$ cat src/emb_consts.svh
// timing and phase constants of the external bus sequencer
// assumes a 50 MHz mclk; one oscillator period is an enable tick from a divider
`ifndef EMB_CONSTS_SVH
`define EMB_CONSTS_SVH

// ****************************************************************
// clock and oscillator period
// ****************************************************************
`define EMB_MCLK_NS      20
`define EMB_TCP_NS       60
`define EMB_OSC_DIV      (((`EMB_TCP_NS) + (`EMB_MCLK_NS) - 1) / (`EMB_MCLK_NS))

// ****************************************************************
// cycle positions, in oscillator periods from the cycle start
// ****************************************************************
`define EMB_ALE_FALL     2
`define EMB_ADDR_REL     3
`define EMB_FETCH_LOW    3
`define EMB_FETCH_HIGH   6
`define EMB_FETCH_LEN    6
`define EMB_STB_LOW      5
`define EMB_STB_HIGH     11
`define EMB_WDATA_ON     4
`define EMB_WDATA_OFF    12
`define EMB_DATA_LEN     14

// ****************************************************************
// machine cycle phases, one per oscillator period (0 .. 11)
// ****************************************************************
`define EMB_MC_LEN       12
`define EMB_SAMPLE_PH    9
`define EMB_UPDATE_PH    11

`endif

$ cat src/emb_pkg.sv
// types of the external bus sequencer
// assumes emb_consts.svh holds all numbers
package emb_pkg;

  typedef enum logic [1:0]
  {
    EMB_OP_FETCH = 2'b00,
    EMB_OP_READ  = 2'b01,
    EMB_OP_WRITE = 2'b10
  } emb_op_e;

  typedef enum logic [1:0]
  {
    EMB_ST_IDLE = 2'b00,
    EMB_ST_RUN  = 2'b01
  } emb_state_e;

  typedef struct packed
  {
    logic        valid;
    emb_op_e     op;
    logic [15:0] addr;
    logic [7:0]  wdata;
  } emb_req_s;

  typedef struct packed
  {
    logic        ale;
    logic        code_fetch_strobe_n;
    logic        rd_n;
    logic        wr_n;
    logic        ctl_oe;
  } emb_strobes_s;

endpackage

$ cat src/emb_sequencer.sv
// external memory bus sequencer: fetch, data read, data write, port timing
// assumes the user holds a request until req_taken pulses, and
// that all pin inputs are synchronous to mclk
`timescale 1ns/1ns
`include "emb_consts.svh"

module emb_sequencer
  import emb_pkg::*;
(
  input  wire logic         mclk,
  input  wire logic         rst_n,
  input  wire emb_req_s     req,
  output logic              req_taken,
  output logic              busy,
  output logic              done,
  output logic [7:0]        rdata,
  input  wire logic [7:0]   shared_addr_data_port_in,
  output logic [7:0]        shared_addr_data_port_out,
  output logic              shared_addr_data_port_oe,
  output logic [7:0]        high_address_port,
  output emb_strobes_s      strobes,
  input  wire logic [7:0]   port_pins_in,
  input  wire logic [7:0]   port_wdata,
  output logic [7:0]        port_sample,
  output logic [7:0]        port_pins_out,
  output logic              state_five_phase_two,
  output logic              state_six_phase_two,
  input  wire logic         prog_rst_pin,
  input  wire logic         prog_ale_pin,
  input  wire logic         prog_fetch_pin,
  output logic              flash_mode
);

  // ****************************************************************
  // helpers
  // ****************************************************************
  function automatic logic hit(input logic [3:0] c, input int n);
    hit = (c == 4'(n));
  endfunction

  function automatic logic span(input logic [3:0] c, input int lo, input int hi);
    span = (c >= 4'(lo)) && (c < 4'(hi));
  endfunction

  // ****************************************************************
  // state
  // ****************************************************************
  emb_state_e   state_r,   state_nxt;
  emb_op_e      op_r,      op_nxt;
  logic [3:0]   cnt_r,     cnt_nxt;
  logic [3:0]   mc_r,      mc_nxt;
  logic [1:0]   div_r,     div_nxt;
  logic [15:0]  addr_r,    addr_nxt;
  logic [7:0]   wdata_r,   wdata_nxt;
  logic         taken_r,   taken_nxt;
  logic         busy_r,    busy_nxt;
  logic         done_r,    done_nxt;
  logic [7:0]   rdata_r,   rdata_nxt;
  logic [7:0]   lo_out_r,  lo_out_nxt;
  logic         lo_oe_r,   lo_oe_nxt;
  logic [7:0]   hi_r,      hi_nxt;
  emb_strobes_s stb_r,     stb_nxt;
  logic [7:0]   psamp_r,   psamp_nxt;
  logic [7:0]   pout_r,    pout_nxt;
  logic         samp_r,    samp_nxt;
  logic         updt_r,    updt_nxt;
  logic         flash_r,   flash_nxt;

  logic         tick;
  logic [3:0]   c;
  logic [3:0]   len;

  assign tick = (div_r == 2'(`EMB_OSC_DIV - 1));
  assign c    = cnt_r + 4'h1;
  assign len  = (op_r == EMB_OP_FETCH) ? 4'(`EMB_FETCH_LEN) : 4'(`EMB_DATA_LEN);

  // ****************************************************************
  // next values
  // ****************************************************************
  always_comb
  begin
    state_nxt  = state_r;
    op_nxt     = op_r;
    cnt_nxt    = cnt_r;
    mc_nxt     = mc_r;
    div_nxt    = tick ? 2'h0 : div_r + 2'h1;
    addr_nxt   = addr_r;
    wdata_nxt  = wdata_r;
    taken_nxt  = 1'b0;
    busy_nxt   = busy_r;
    done_nxt   = 1'b0;
    rdata_nxt  = rdata_r;
    lo_out_nxt = lo_out_r;
    lo_oe_nxt  = lo_oe_r;
    hi_nxt     = hi_r;
    stb_nxt    = stb_r;
    psamp_nxt  = psamp_r;
    pout_nxt   = pout_r;
    samp_nxt   = 1'b0;
    updt_nxt   = 1'b0;
    // flash reachable only with all three pins high
    flash_nxt  = prog_rst_pin & prog_ale_pin & prog_fetch_pin;
    stb_nxt.ctl_oe = ~flash_r;
    if (tick)
    begin
      mc_nxt = hit(mc_r, `EMB_MC_LEN - 1) ? 4'h0 : mc_r + 4'h1;
      if (hit(mc_r, `EMB_SAMPLE_PH))
      begin
        psamp_nxt = port_pins_in;
        samp_nxt  = 1'b1;
      end
      if (hit(mc_r, `EMB_UPDATE_PH))
      begin
        pout_nxt = port_wdata;
        updt_nxt = 1'b1;
      end
      case (state_r)
        EMB_ST_IDLE:
        begin
          if (req.valid && !flash_r)
          begin
            state_nxt   = EMB_ST_RUN;
            op_nxt      = req.op;
            addr_nxt    = req.addr;
            wdata_nxt   = req.wdata;
            cnt_nxt     = 4'h0;
            taken_nxt   = 1'b1;
            busy_nxt    = 1'b1;
            stb_nxt.ale = 1'b1;
            lo_out_nxt  = req.addr[7:0];
            lo_oe_nxt   = 1'b1;
            hi_nxt      = req.addr[15:8];
          end
        end
        EMB_ST_RUN:
        begin
          cnt_nxt     = c;
          hi_nxt      = addr_r[15:8];
          stb_nxt.ale = span(c, 0, `EMB_ALE_FALL);
          // address held one period past the latch fall
          lo_oe_nxt   = span(c, 0, `EMB_ADDR_REL);
          lo_out_nxt  = addr_r[7:0];
          if (op_r == EMB_OP_WRITE && span(c, `EMB_WDATA_ON, `EMB_WDATA_OFF))
          begin
            lo_oe_nxt  = 1'b1;
            lo_out_nxt = wdata_r;
          end
          // three-period fetch window
          stb_nxt.code_fetch_strobe_n =
            !(op_r == EMB_OP_FETCH && span(c, `EMB_FETCH_LOW, `EMB_FETCH_HIGH));
          // six-period strobe inside an eight-period window
          stb_nxt.rd_n = !(op_r == EMB_OP_READ && span(c, `EMB_STB_LOW, `EMB_STB_HIGH));
          stb_nxt.wr_n = !(op_r == EMB_OP_WRITE && span(c, `EMB_STB_LOW, `EMB_STB_HIGH));
          // captured on the edge that raises the strobe
          if ((op_r == EMB_OP_FETCH && hit(c, `EMB_FETCH_HIGH)) ||
              (op_r == EMB_OP_READ && hit(c, `EMB_STB_HIGH)))
          begin
            rdata_nxt = shared_addr_data_port_in;
          end
          // read cycle keeps three float periods after the strobe rise before it ends
          if (c == len)
          begin
            state_nxt = EMB_ST_IDLE;
            busy_nxt  = 1'b0;
            done_nxt  = 1'b1;
          end
        end
        default:
        begin
          state_nxt = EMB_ST_IDLE;
          busy_nxt  = 1'b0;
        end
      endcase
    end
  end

  // ****************************************************************
  // registers
  // ****************************************************************
  always_ff @(posedge mclk or negedge rst_n)
  begin
    if (!rst_n)
    begin
      state_r  <= EMB_ST_IDLE;
      op_r     <= EMB_OP_FETCH;
      cnt_r    <= 4'h0;
      mc_r     <= 4'h0;
      div_r    <= 2'h0;
      addr_r   <= 16'h0000;
      wdata_r  <= 8'h00;
      taken_r  <= 1'b0;
      busy_r   <= 1'b0;
      done_r   <= 1'b0;
      rdata_r  <= 8'h00;
      lo_out_r <= 8'h00;
      lo_oe_r  <= 1'b0;
      hi_r     <= 8'h00;
      stb_r    <= '{ale: 1'b0, code_fetch_strobe_n: 1'b1, rd_n: 1'b1, wr_n: 1'b1,
                    ctl_oe: 1'b1};
      psamp_r  <= 8'h00;
      pout_r   <= 8'hff;
      samp_r   <= 1'b0;
      updt_r   <= 1'b0;
      flash_r  <= 1'b0;
    end
    else
    begin
      state_r  <= state_nxt;
      op_r     <= op_nxt;
      cnt_r    <= cnt_nxt;
      mc_r     <= mc_nxt;
      div_r    <= div_nxt;
      addr_r   <= addr_nxt;
      wdata_r  <= wdata_nxt;
      taken_r  <= taken_nxt;
      busy_r   <= busy_nxt;
      done_r   <= done_nxt;
      rdata_r  <= rdata_nxt;
      lo_out_r <= lo_out_nxt;
      lo_oe_r  <= lo_oe_nxt;
      hi_r     <= hi_nxt;
      stb_r    <= stb_nxt;
      psamp_r  <= psamp_nxt;
      pout_r   <= pout_nxt;
      samp_r   <= samp_nxt;
      updt_r   <= updt_nxt;
      flash_r  <= flash_nxt;
    end
  end

  // ****************************************************************
  // outputs
  // ****************************************************************
  assign req_taken                 = taken_r;
  assign busy                      = busy_r;
  assign done                      = done_r;
  assign rdata                     = rdata_r;
  assign shared_addr_data_port_out = lo_out_r;
  assign shared_addr_data_port_oe  = lo_oe_r;
  assign high_address_port         = hi_r;
  assign strobes                   = stb_r;
  assign port_sample               = psamp_r;
  assign port_pins_out             = pout_r;
  assign state_five_phase_two      = samp_r;
  assign state_six_phase_two       = updt_r;
  assign flash_mode                = flash_r;

endmodule

$ cat config.mk
export PLATFORM = sky130hd
export DESIGN_NAME = emb_sequencer
export DESIGN_NICKNAME = d
export VERILOG_FILES = /design/src/emb_pkg.sv /design/src/emb_sequencer.sv
export VERILOG_INCLUDE_DIRS = /design/src
export SDC_FILE = /design/constraint.sdc
export NUM_CORES = 1
export LEC_CHECK = 0
export BUFFER_PORTS_ARGS = -buffer_cell sky130_fd_sc_hd__buf_4
export CORE_MARGIN = 2
export CORE_UTILIZATION = 56
export CTS_CLUSTER_DIAMETER = 200
export DETAILED_ROUTE_END_ITERATION = 8
export PLACE_DENSITY = 0.94
export SETUP_SLACK_MARGIN = 0.5
export SYNTH_ARGS = -nofsm -noshare
export SYNTH_HDL_FRONTEND = slang
export SYNTH_SLANG_ARGS = --single-unit
$ cat constraint.sdc
create_clock -name mclk -period 3.3 [get_ports mclk]
set_input_delay 0.66 -clock mclk [delete_from_list [all_inputs] [get_ports mclk]]
set_output_delay 0.66 -clock mclk [all_outputs]
set_load 0.03 [all_outputs]
==> impl_metrics.ini, run 1 <==
[sta]
grt_setup_unrepaired = false
final.min_clock_period_ps = 2650
relSlewSlack_pct = 27.8
finalCritPeriodShare_pct = 80.3
finClkSkew_ps = 15.0
worstMarginPinSlew_ps = 1080
setup_tns_ps = 0
setup_violations = 0
report.final.slew_viol_count = 0
fmax_mhz = 377
hold_viol = 0

[die]
coreArea_um2 = 6720
start_util_pct = 57.5
ios = 108
die_h_um = 87.1
design.die.area_um2 = 7580
floorplan.die.width_um = 87.1
rows = 30

[worst_setup_path]
end_kind = flop
slowest_delay_ps = 680
start_kind = flop
crit_fanout = 13
slowest_stage = dfrtp_1
cp_cell_sequence = nand3b_1, or4b_4, mux2i_4, mux2_2
r2r_start = busy$_DFFE_PN0P_
timing.rr.end = rdata[4]$_DFFE_PN0P_
required_ps = 3530
crit_type = reg2reg
ff2ff_setup_slack_ps = 650
r2r_cells = 4
cp.arrival_ps = 2880

[global_route]
grt_pass1_vias = 2850
grtUsageTotal_pct = 22.3
grt_max_degree = 89
grt_first_pass_wirelength_um = 13200
antenna_found_initial = 0
grt.overflow.total = 0

[layout]
drive_above_1_share_pct = 45.4
fin_util_pct = 73.7
nNetsFinal = 481
area_growth_pct = 28.2
n_antenna_cell = 0

[cts]
htreeDepth = 3
clock_sinks = 88
clock_latency_ps = 350
cts_setup_buffers = 0
cts_tree = done
path_clk_slew_ps = 100
clock-root-buffer = clkbuf_8
ctsResizeCount = 0
cts_buffer_depth = 2
hold_buffers = 0
cts_inserted_buffers = 9

[logic_synthesis]
yosys-top-cells-area = dfrtp_1 (49%), mux2_2 (14%), dfstp_2 (8.2%), o21ai_0 (4.0%), mux2i_1 (2.3%)
yosysTopAreaCell = dfrtp_1
ys_seq_elements = 88
syn_avg_cell_area_um2 = 12.5
synth_fp_nets = 371
syn_area_um2 = 3860
yosysUniqueCellTypes = 42
netlist_instances = 308
synth_seq_area_share_pct = 57.4
ys_warn_count = 0
synth_top_area_share_pct = 49.2

[route]
firstDrtPassIters = 4
drtIter0Drc = 154
drc = 0
avgViaCountPerCell = 5.75
routed_wl_um = 8330
routedWlPerCell_um = 16.6
drtAntennaViolNets = 0
vias = 2892

[outcome]
outcome = completed

[power_and_ir_drop]
ir_worst_vdd_mv = 0.432
leakagePower_nw = 2.32
power_density_nw_per_um2 = 820

[placement]
port_buffers = 107
place_congestion = 0.806
dp_hpwl_um = 5860

[job]
cap_viol_max_count = 0

[hold_path]
hold_path_class = in2async
==> logic make-up after synthesis <==
logic type               synth area share (%)
AND/OR/NAND/NOR                          7.87
flip-flops                               57.4
buffers and inverters                    1.94
multiplexers                             17.5
adder cells (fa/ha/maj)                  2.27
XOR/XNOR                                 1.94
AO/OA/AOI/OAI                            11.1
==> critical path, delay by kind of cell (launching register included) <==
kind             cells  cell delay (ps)
multiplexers         2              710
AND/OR/NAND/NOR      2             1140
flip-flops           1              680
==> layout by cell type (no fill, tap or decap), types with 3 or more instances in the layout <==
master,instances
ha_1,7
nor2_1,11
dfstp_2,12
o21ai_0,31
buf_4,112
nand2_1,15
a21o_1,3
mux2_2,48
clkbuf_8,9
nor3_1,3
inv_1,6
dfrtp_1,76
a31oi_1,10
clkinvlp_4,4
mux2i_1,9
nor2b_1,7
nand3_1,11
o22ai_1,8
o22a_1,8
==> stage by stage <==
| stage | hold slack [ps] | cell area, µm² | cells | worst slack, ps | power [mW] |
|---|---|---|---|---|---|
| 2_1_floorplan | 364 | 3860 | 308 | 1120 | 2.73 |
| 3_3_place_gp | 451 | 4750 | 487 | 829 | 3.26 |
| 3_5_place_dp | 465 | 4750 | 487 | 685 | 3.33 |
| 4_1_cts | 496 | 4950 | 503 | 661 | 4.08 |
| 5_1_grt | 505 | 4950 | 503 | 505 | 4.28 |
| 6_report | 465 | 4950 | 503 | 649 | 4.06 |
==> worst max path at each step <==
stage | depth (start not counted) | slack [ps] | start | to
after floorplan | 5 | 1120 | cnt_r[0]$_DFFE_PN0P_ | rdata[0]$_DFFE_PN0P_
final | 4 | 650 | busy$_DFFE_PN0P_ | rdata[4]$_DFFE_PN0P_
after detailed placement | 4 | 690 | busy$_DFFE_PN0P_ | rdata[4]$_DFFE_PN0P_
after CTS | 4 | 660 | busy$_DFFE_PN0P_ | rdata[4]$_DFFE_PN0P_
after global placement | 4 | 830 | busy$_DFFE_PN0P_ | rdata[4]$_DFFE_PN0P_
after global routing | 4 | 500 | busy$_DFFE_PN0P_ | rdata[4]$_DFFE_PN0P_
==> metal layers <==
layer  share of wire [%]  track usage (%)  vias up
met5                   0                0        -
met4                 1.3             8.38        0
met3                 7.2             3.89       10
met2                  49             37.5      135
met1                  42             29.1     1411
li1                    -                -     1336
==> flip-flops by register name, summed over array words and instances (netlist names), 2 cells and up <==
name	count
cnt_r	4
addr_r	16
mc_r	4
strobes	5
rdata	8
op_r	2
port_sample	8
high_address_port	8
wdata_r	8
div_r	2
port_pins_out	8
shared_addr_data_port_out	8
==> power by group <==
part           leakage (nW)  internal, mW  switching (mW)
registers              1.06          1.45           0.269
logic                  1.18         0.696           0.904
clock network        0.0885         0.355           0.390
total                  2.32          2.50            1.56
==> layout make-up <==
class                      instances  area [µm²]
sequential                        88        2220
clock inverter                     7        77.6
timing repair buffer             112         841
inverter                           6        22.5
tap                               80         100
clock buffer                       9         124
multi-input combinational        201        1570
fill                             465        1770
==> cells in the mapped netlist (all sizes together) <==
| cell | n |
|---|---|
| and3 | 2 |
| a211oi | 2 |
| a22o | 2 |
| or4b | 1 |
| a21o | 3 |
| and3b | 1 |
| nor2 | 12 |
| a21boi | 1 |
| xnor2 | 3 |
| mux2 | 50 |
| nand4bb | 1 |
| clkbuf | 9 |
| or4 | 1 |
| and2 | 1 |
| dfstp | 12 |
| o21ai | 32 |
| ha | 7 |
| nand4 | 1 |
| a41oi | 1 |
| a31oi | 10 |
| dfrtp | 76 |
| mux2i | 10 |
| o32a | 1 |
| nand3b | 1 |
| o22a | 8 |
| inv | 6 |
| o22ai | 8 |
| nand2b | 2 |
| xor2 | 2 |
| xor3 | 1 |
| buf | 4 |
| nor3 | 3 |
| nand3 | 11 |
| nor2b | 7 |
| a21oi | 1 |
| nand2 | 15 |
Note: power is estimated with default switching activity, not from simulation.
==> inputs of run 2 (changes only) <==
- ABC_AREA: not set -> 1
- CORE_UTILIZATION: 56 -> 52
- PLACE_DENSITY: 0.94 -> 0.89
- clock period: 3.3 -> 2.5 ns (I/O delays scaled with it)
==> impl_metrics.ini, run 2 <==
[placement]
port_buffers = 107
placedCellCount = 589
place_congestion = 0.925
placed_cell_area_um2 = 4750
dp_hpwl_um = 6220

[hold_path]
hold_path_class = in2async

[layout]
nNetsFinal = 567
area_growth_pct = 30.2
n_antenna_cell = 0
fillers = 537
postLayoutCellArea_um2 = 5010
drive_above_1_share_pct = 35.4
final_common_cell = buf_4
final_cell_mix = buf_4 (113), nand2_1 (89), dfrtp_1 (75), inv_1 (35), o21ai_0 (27)
regMostFlops = addr_r
largest_reg_flops = 16
stdcell_count = 608

[logic_synthesis]
syn_avg_cell_area_um2 = 9.89
async_reset_ff_share_pct = 100
netlist_instances = 389
ys_warn_count = 0
synth_fp_nets = 452
yosysMostFrequentCell = nand2_1
syn_area_um2 = 3850
yosys-top-cells-area = dfrtp_1 (49%), nand2_1 (8.7%), dfstp_2 (8.2%), mux2_2 (4.7%), inv_1 (3.5%)
synth_edf_count = 0
synth_flop_cell = dfrtp_1
synth_seq_area_share_pct = 57.6
synth_top_area_share_pct = 49.4
ys_seq_elements = 88
yosysTopAreaCell = dfrtp_1
yosysUniqueCellTypes = 34
synthTopCellsByCount = nand2_1 (89), dfrtp_1 (76), inv_1 (36), o21ai_0 (27), nor2_1 (26)

[sta]
setup_tns_ps = 0
relSlewSlack_pct = 57.5
setup_violations = 0
fmax_mhz = 536
finClkSkew_ps = 7.60
worstMarginPinSlew_ps = 635
grt_setup_unrepaired = false
report.final.slew_viol_count = 0
finalCritPeriodShare_pct = 74.6
final.min_clock_period_ps = 1860
hold_viol = 0

[worst_setup_path]
end_kind = flop
crit_fanout = 10
start_kind = flop
required_ps = 2770
crit_type = reg2reg
cp.arrival_ps = 2130

[route]
vias = 3177
wl_met3_um = 562
drtIter0Drc = 166
drc = 0
routedWlPerCell_um = 14.5
drtAntennaViolNets = 0
dr_wl_met2_um = 4320
met1_length_um = 3780
avgViaCountPerCell = 5.23
top_layer_used = met4
firstDrtPassIters = 5
routed_wl_um = 8790

[power_and_ir_drop]
pwr-share-clk_pct = 36.9
leakagePower_nw = 2.40
pwr-share-seq_pct = 50.7
power_density_nw_per_um2 = 601
p_sw_mw = 0.770
p_int_mw = 2.24
sw_frac_of_total_pct = 25.6
comb_power_share_pct = 12.4
ir_worst_vdd_mv = 0.307

[die]
rows = 31
die_h_um = 90.0
design.die.area_um2 = 8110
ios = 108
coreArea_um2 = 7210
floorplan.die.width_um = 90.0
start_util_pct = 53.3

[cts]
clock-root-buffer = clkbuf_8
htreeDepth = 3
cts_buffer_depth = 2
cts_inserted_buffers = 9
clock_sinks = 88
hold_buffers = 0
clock_latency_ps = 350
path_clk_slew_ps = 90
cts_tree = done

[global_route]
antenna_found_initial = 0
grt_max_degree = 47
grt_first_pass_wirelength_um = 14700
grt_pass1_vias = 3023
grtUsageTotal_pct = 22.2
grt.overflow.total = 0

[outcome]
outcome = completed

[job]
cap_viol_max_count = 0
==> run 2: routing by layer <==
| metal | GRT usage (%) | vias up |
|---|---|---|
| met5 | 0 | - |
| met4 | 7.31 | 0 |
| met3 | 5.03 | 15 |
| met2 | 36.2 | 125 |
| met1 | 29.7 | 1523 |
| li1 | - | 1514 |
==> run 2: metrics by stage <==
step	utilization [%]	setup WS [ps]	hold WS, ps	power [mW]
after detailed placement	65.9	635	417	1.93
after floorplan	-	908	204	1.74
final	69.4	635	131	3.01
after global routing	69.4	506	171	3.12
after CTS	69.1	620	151	3.02
after global placement	65.9	723	412	1.92
==> run 2: power groups by stage <==
stage          registers [mW]  clock network, mW  logic, mW
5_1_grt                  1.54               1.18      0.407
2_1_floorplan            1.62                  0      0.120
4_1_cts                  1.53               1.12      0.375
3_5_place_dp             1.55                  0      0.374
3_3_place_gp             1.55                  0      0.365
6_report                 1.53               1.11      0.373
==> run 2: area by class of cell <==
type	instances	area (µm²)	area share, %
clock inverters	6	91.3	1.82
clock buffers	10	138	2.75
well taps	99	124	2.47
repair buffers	114	868	17.3
multi-input cells	252	1410	28.2
inverters	38	151	3.02
repair inverters	1	7.51	0.150
flip-flops and latches	88	2220	44.3
==> run 2: logic make-up (layout without fill, tap and decap cells) <==
family / after synthesis / in the layout / synth area share, %
adders and majority gates: 7 / 7 / 2.28
and+or+nand+nor: 167 / 167 / 20.6
buffers and inverters: 49 / 169 / 5.72
DFF: 88 / 88 / 57.6
muxes: 16 / 16 / 4.68
AOI/OAI and AO/OA: 62 / 62 / 9.10
==> run 2: worst paths after layout <==
| path | start | endpoint | slack (ps) | cells past startpoint |
|---|---|---|---|---|
| worst min register to register | div_r[0]$_DFF_PN0_ | div_r[0]$_DFF_PN0_ | 430 | 1 |
| max in group asynchronous | rst_n | cnt_r[0]$_DFFE_PN0P_ | 1720 | 2 |
| worst min-delay path | rst_n | port_sample[3]$_DFFE_PN0P_ | 130 | 1 |
| worst max register to register | cnt_r[0]$_DFFE_PN0P_ | shared_addr_data_port_out[3]$_DFFE_PN0P_ | 640 | 10 |
| min in group mclk | req[4] | wdata_r[4]$_DFFE_PN0P_ | 350 | 3 |
| worst max-delay path | cnt_r[0]$_DFFE_PN0P_ | shared_addr_data_port_out[3]$_DFFE_PN0P_ | 640 | 10 |
==> run 2: worst max-delay path, cell delays in order, from the launching register on <==
cell     delay (ps)
dfrtp_2         490
ha_1            240
inv_1            50
nand2_1          40
nand2_1         190
inv_1           130
nand2_4         150
nand3_4         160
nand2_1         110
nand3_1          70
a21oi_1         150
==> run 2: what timing repair did <==
| item | CTS | global route |
|---|---|---|
| endpoints found under the setup margin | 0 | 14 |
| hold endpoints to repair | 0 | 0 |
| buffers inserted | 0 | 2 |
| resized for setup | 0 | 3 |
==> inputs of run 3 (changes only) <==
- ABC_AREA: 1 -> 0
- CORE_UTILIZATION: 52 -> 47
- PLACE_DENSITY: 0.89 -> 0.85
- clock period: 2.5 -> 1.5 ns (I/O delays scaled with it)
==> impl_metrics.ini, run 3 (synthesized netlist as in run 1, its figures left out) <==
[die]
coreArea_um2 = 8090
ios = 108
rows = 33
die_h_um = 94.7
start_util_pct = 47.7
design.die.area_um2 = 8960
floorplan.die.width_um = 94.7

[cts]
cts_buffer_depth = 2
cts_tree = done
path_clk_slew_ps = 90
clock_latency_ps = 360
clock_sinks = 88
htreeDepth = 3
cts_inserted_buffers = 9
clock-root-buffer = clkbuf_8

[route]
avgViaCountPerCell = 5.84
routedWlPerCell_um = 22.1
firstDrtPassIters = 5
dr_wl_met2_um = 7140
wl_met3_um = 801
met1_length_um = 5240
vias = 3610
drc = 0
drtIter0Drc = 229
drtAntennaViolNets = 0
routed_wl_um = 13700
top_layer_used = met4

[layout]
regMostFlops = addr_r
final_common_cell = buf_4
area_growth_pct = 74.4
n_antenna_cell = 0
final_cell_mix = buf_4 (112), buf_6 (74), dfrtp_1 (71), mux2_4 (42), o21ai_2 (18)
largest_reg_flops = 16
fillers = 392
drive_above_1_share_pct = 67.3
postLayoutCellArea_um2 = 6740
nNetsFinal = 571

[job]
cap_viol_max_count = 0

[worst_setup_path]
startpoint = cnt_r[0]$_DFFE_PN0P_
start_kind = flop
required_ps = 1750
end_kind = flop
cp_cell_sequence = ha_4, xor2_4, or4b_4, mux2i_4, buf_12, mux2_4
slowest_delay_ps = 550
slowest_stage = or4b_4
r2r_start = cnt_r[0]$_DFFE_PN0P_
cp.arrival_ps = 2340
crit_type = reg2reg
crit_fanout = 8

[power_and_ir_drop]
ir_worst_vdd_mv = 1.28
leakagePower_nw = 3.13
power_density_nw_per_um2 = 1850

[sta]
worstMarginPinSlew_ps = 656
fmax_mhz = 478
grt_setup_unrepaired = true
hold_viol = 0
fin_ws_ps = -591
report.final.slew_viol_count = 0
setup_violations = 78
final.min_clock_period_ps = 2090
finalCritPeriodShare_pct = 139
holdWs_ps = 166
finClkSkew_ps = 13.4
relSlewSlack_pct = 56.3

[global_route]
grt_max_degree = 44
grtUsageTotal_pct = 27.8
grt_first_pass_wirelength_um = 18800
grt_pass1_vias = 3539
grt.overflow.total = 0
antenna_found_initial = 0

[placement]
dp_hpwl_um = 6620
place_congestion = 0.857
placed_cell_area_um2 = 5330
port_buffers = 107

[outcome]
violations = setup timing
outcome = complete, but fails checks

[hold_path]
hp-start = shared_addr_data_port_in[7]
hold_path_class = in2reg
-- run 3: cell types whose count changed in the layout (fill, tap and decap cells not counted), moves of 6 or more --
| cell | delta |
|---|---|
| a21oi_1 | -14 |
| buf_12 | +8 |
| buf_6 | +74 |
| inv_1 | -32 |
| mux2_2 | -8 |
| mux2_4 | +42 |
| mux2i_1 | +8 |
| nand2_1 | -85 |
| nand3_1 | -16 |
| nand4_1 | -8 |
| nor2_1 | -18 |
| o21ai_0 | -17 |
| o21ai_2 | +18 |
| o22a_1 | +6 |
-- run 3: metal layers --
layer  up-vias  GRT usage (%)
met5         -              0
met4         0           12.4
met3        49           3.91
met2       171           48.6
met1      1861           34.1
li1       1529              -
-- run 3: worst max-delay path, delay by kind of cell (launching register included) --
kind	cells	cell delay, ps
buffers and inverters	1	160
and+or+nand+nor	1	550
DFF	1	440
xor gates and xnor gates	1	150
muxes	2	480
adders and majority gates	1	190
-- run 3: timing repair --
action                                  4_1_cts  5_1_grt
hold endpoints to repair                     76        0
pin swaps                                    26       27
hold buffers                                  1        0
gates resized for setup                     123       43
setup buffers                                32       19
gates cloned                                  5        1
endpoints found under the setup margin      136      137
-- run 3: metrics by stage --
stage / setup TNS, ps / cells / setup slack (ps) / power (mW) / utilization (%)
floorplan: -12390 / 308 / -573 / 6.45 / -
global placement: -11020 / 544 / -568 / 8.08 / 65.9
detailed placement: -12090 / 544 / -614 / 8.28 / 65.9
CTS: -15360 / 598 / -564 / 11.3 / 78.9
global route: -26730 / 618 / -625 / 12.9 / 83.2
finish: -22420 / 618 / -591 / 12.5 / 83.2
-- run 3: path summary, 6_finish.rpt --
path,slack (ps),depth (start not counted),endpoint
setup / recovery,-590,6,rdata[6]$_DFFE_PN0P_
hold / removal,170,2,rdata[7]$_DFFE_PN0P_
setup reg to reg,-590,6,rdata[6]$_DFFE_PN0P_
hold reg to reg,530,1,addr_r[11]$_DFFE_PN0P_
max in group asynchronous,700,3,port_pins_out[6]$_DFFE_PN1P_
min in group asynchronous,310,2,req_taken$_DFF_PN0_
-- run 3: cell type report --
class | count | area [µm²] | share of cell area, %
clock inverters | 5 | 104 | 1.54
flip-flops and latches | 88 | 2220 | 33.0
multi-input cells | 203 | 2150 | 31.9
clock buffers | 11 | 141 | 2.10
well taps | 105 | 131 | 1.95
inverters | 6 | 25.0 | 0.371
repair buffers | 200 | 1960 | 29.1
-- run 3: where the power goes --
group	leakage, nW	total [mW]	internal, mW	switching, mW
registers	1.05	3.91	3.20	0.707
clock network	0.124	2.03	1.15	0.880
logic	1.96	6.54	3.42	3.12
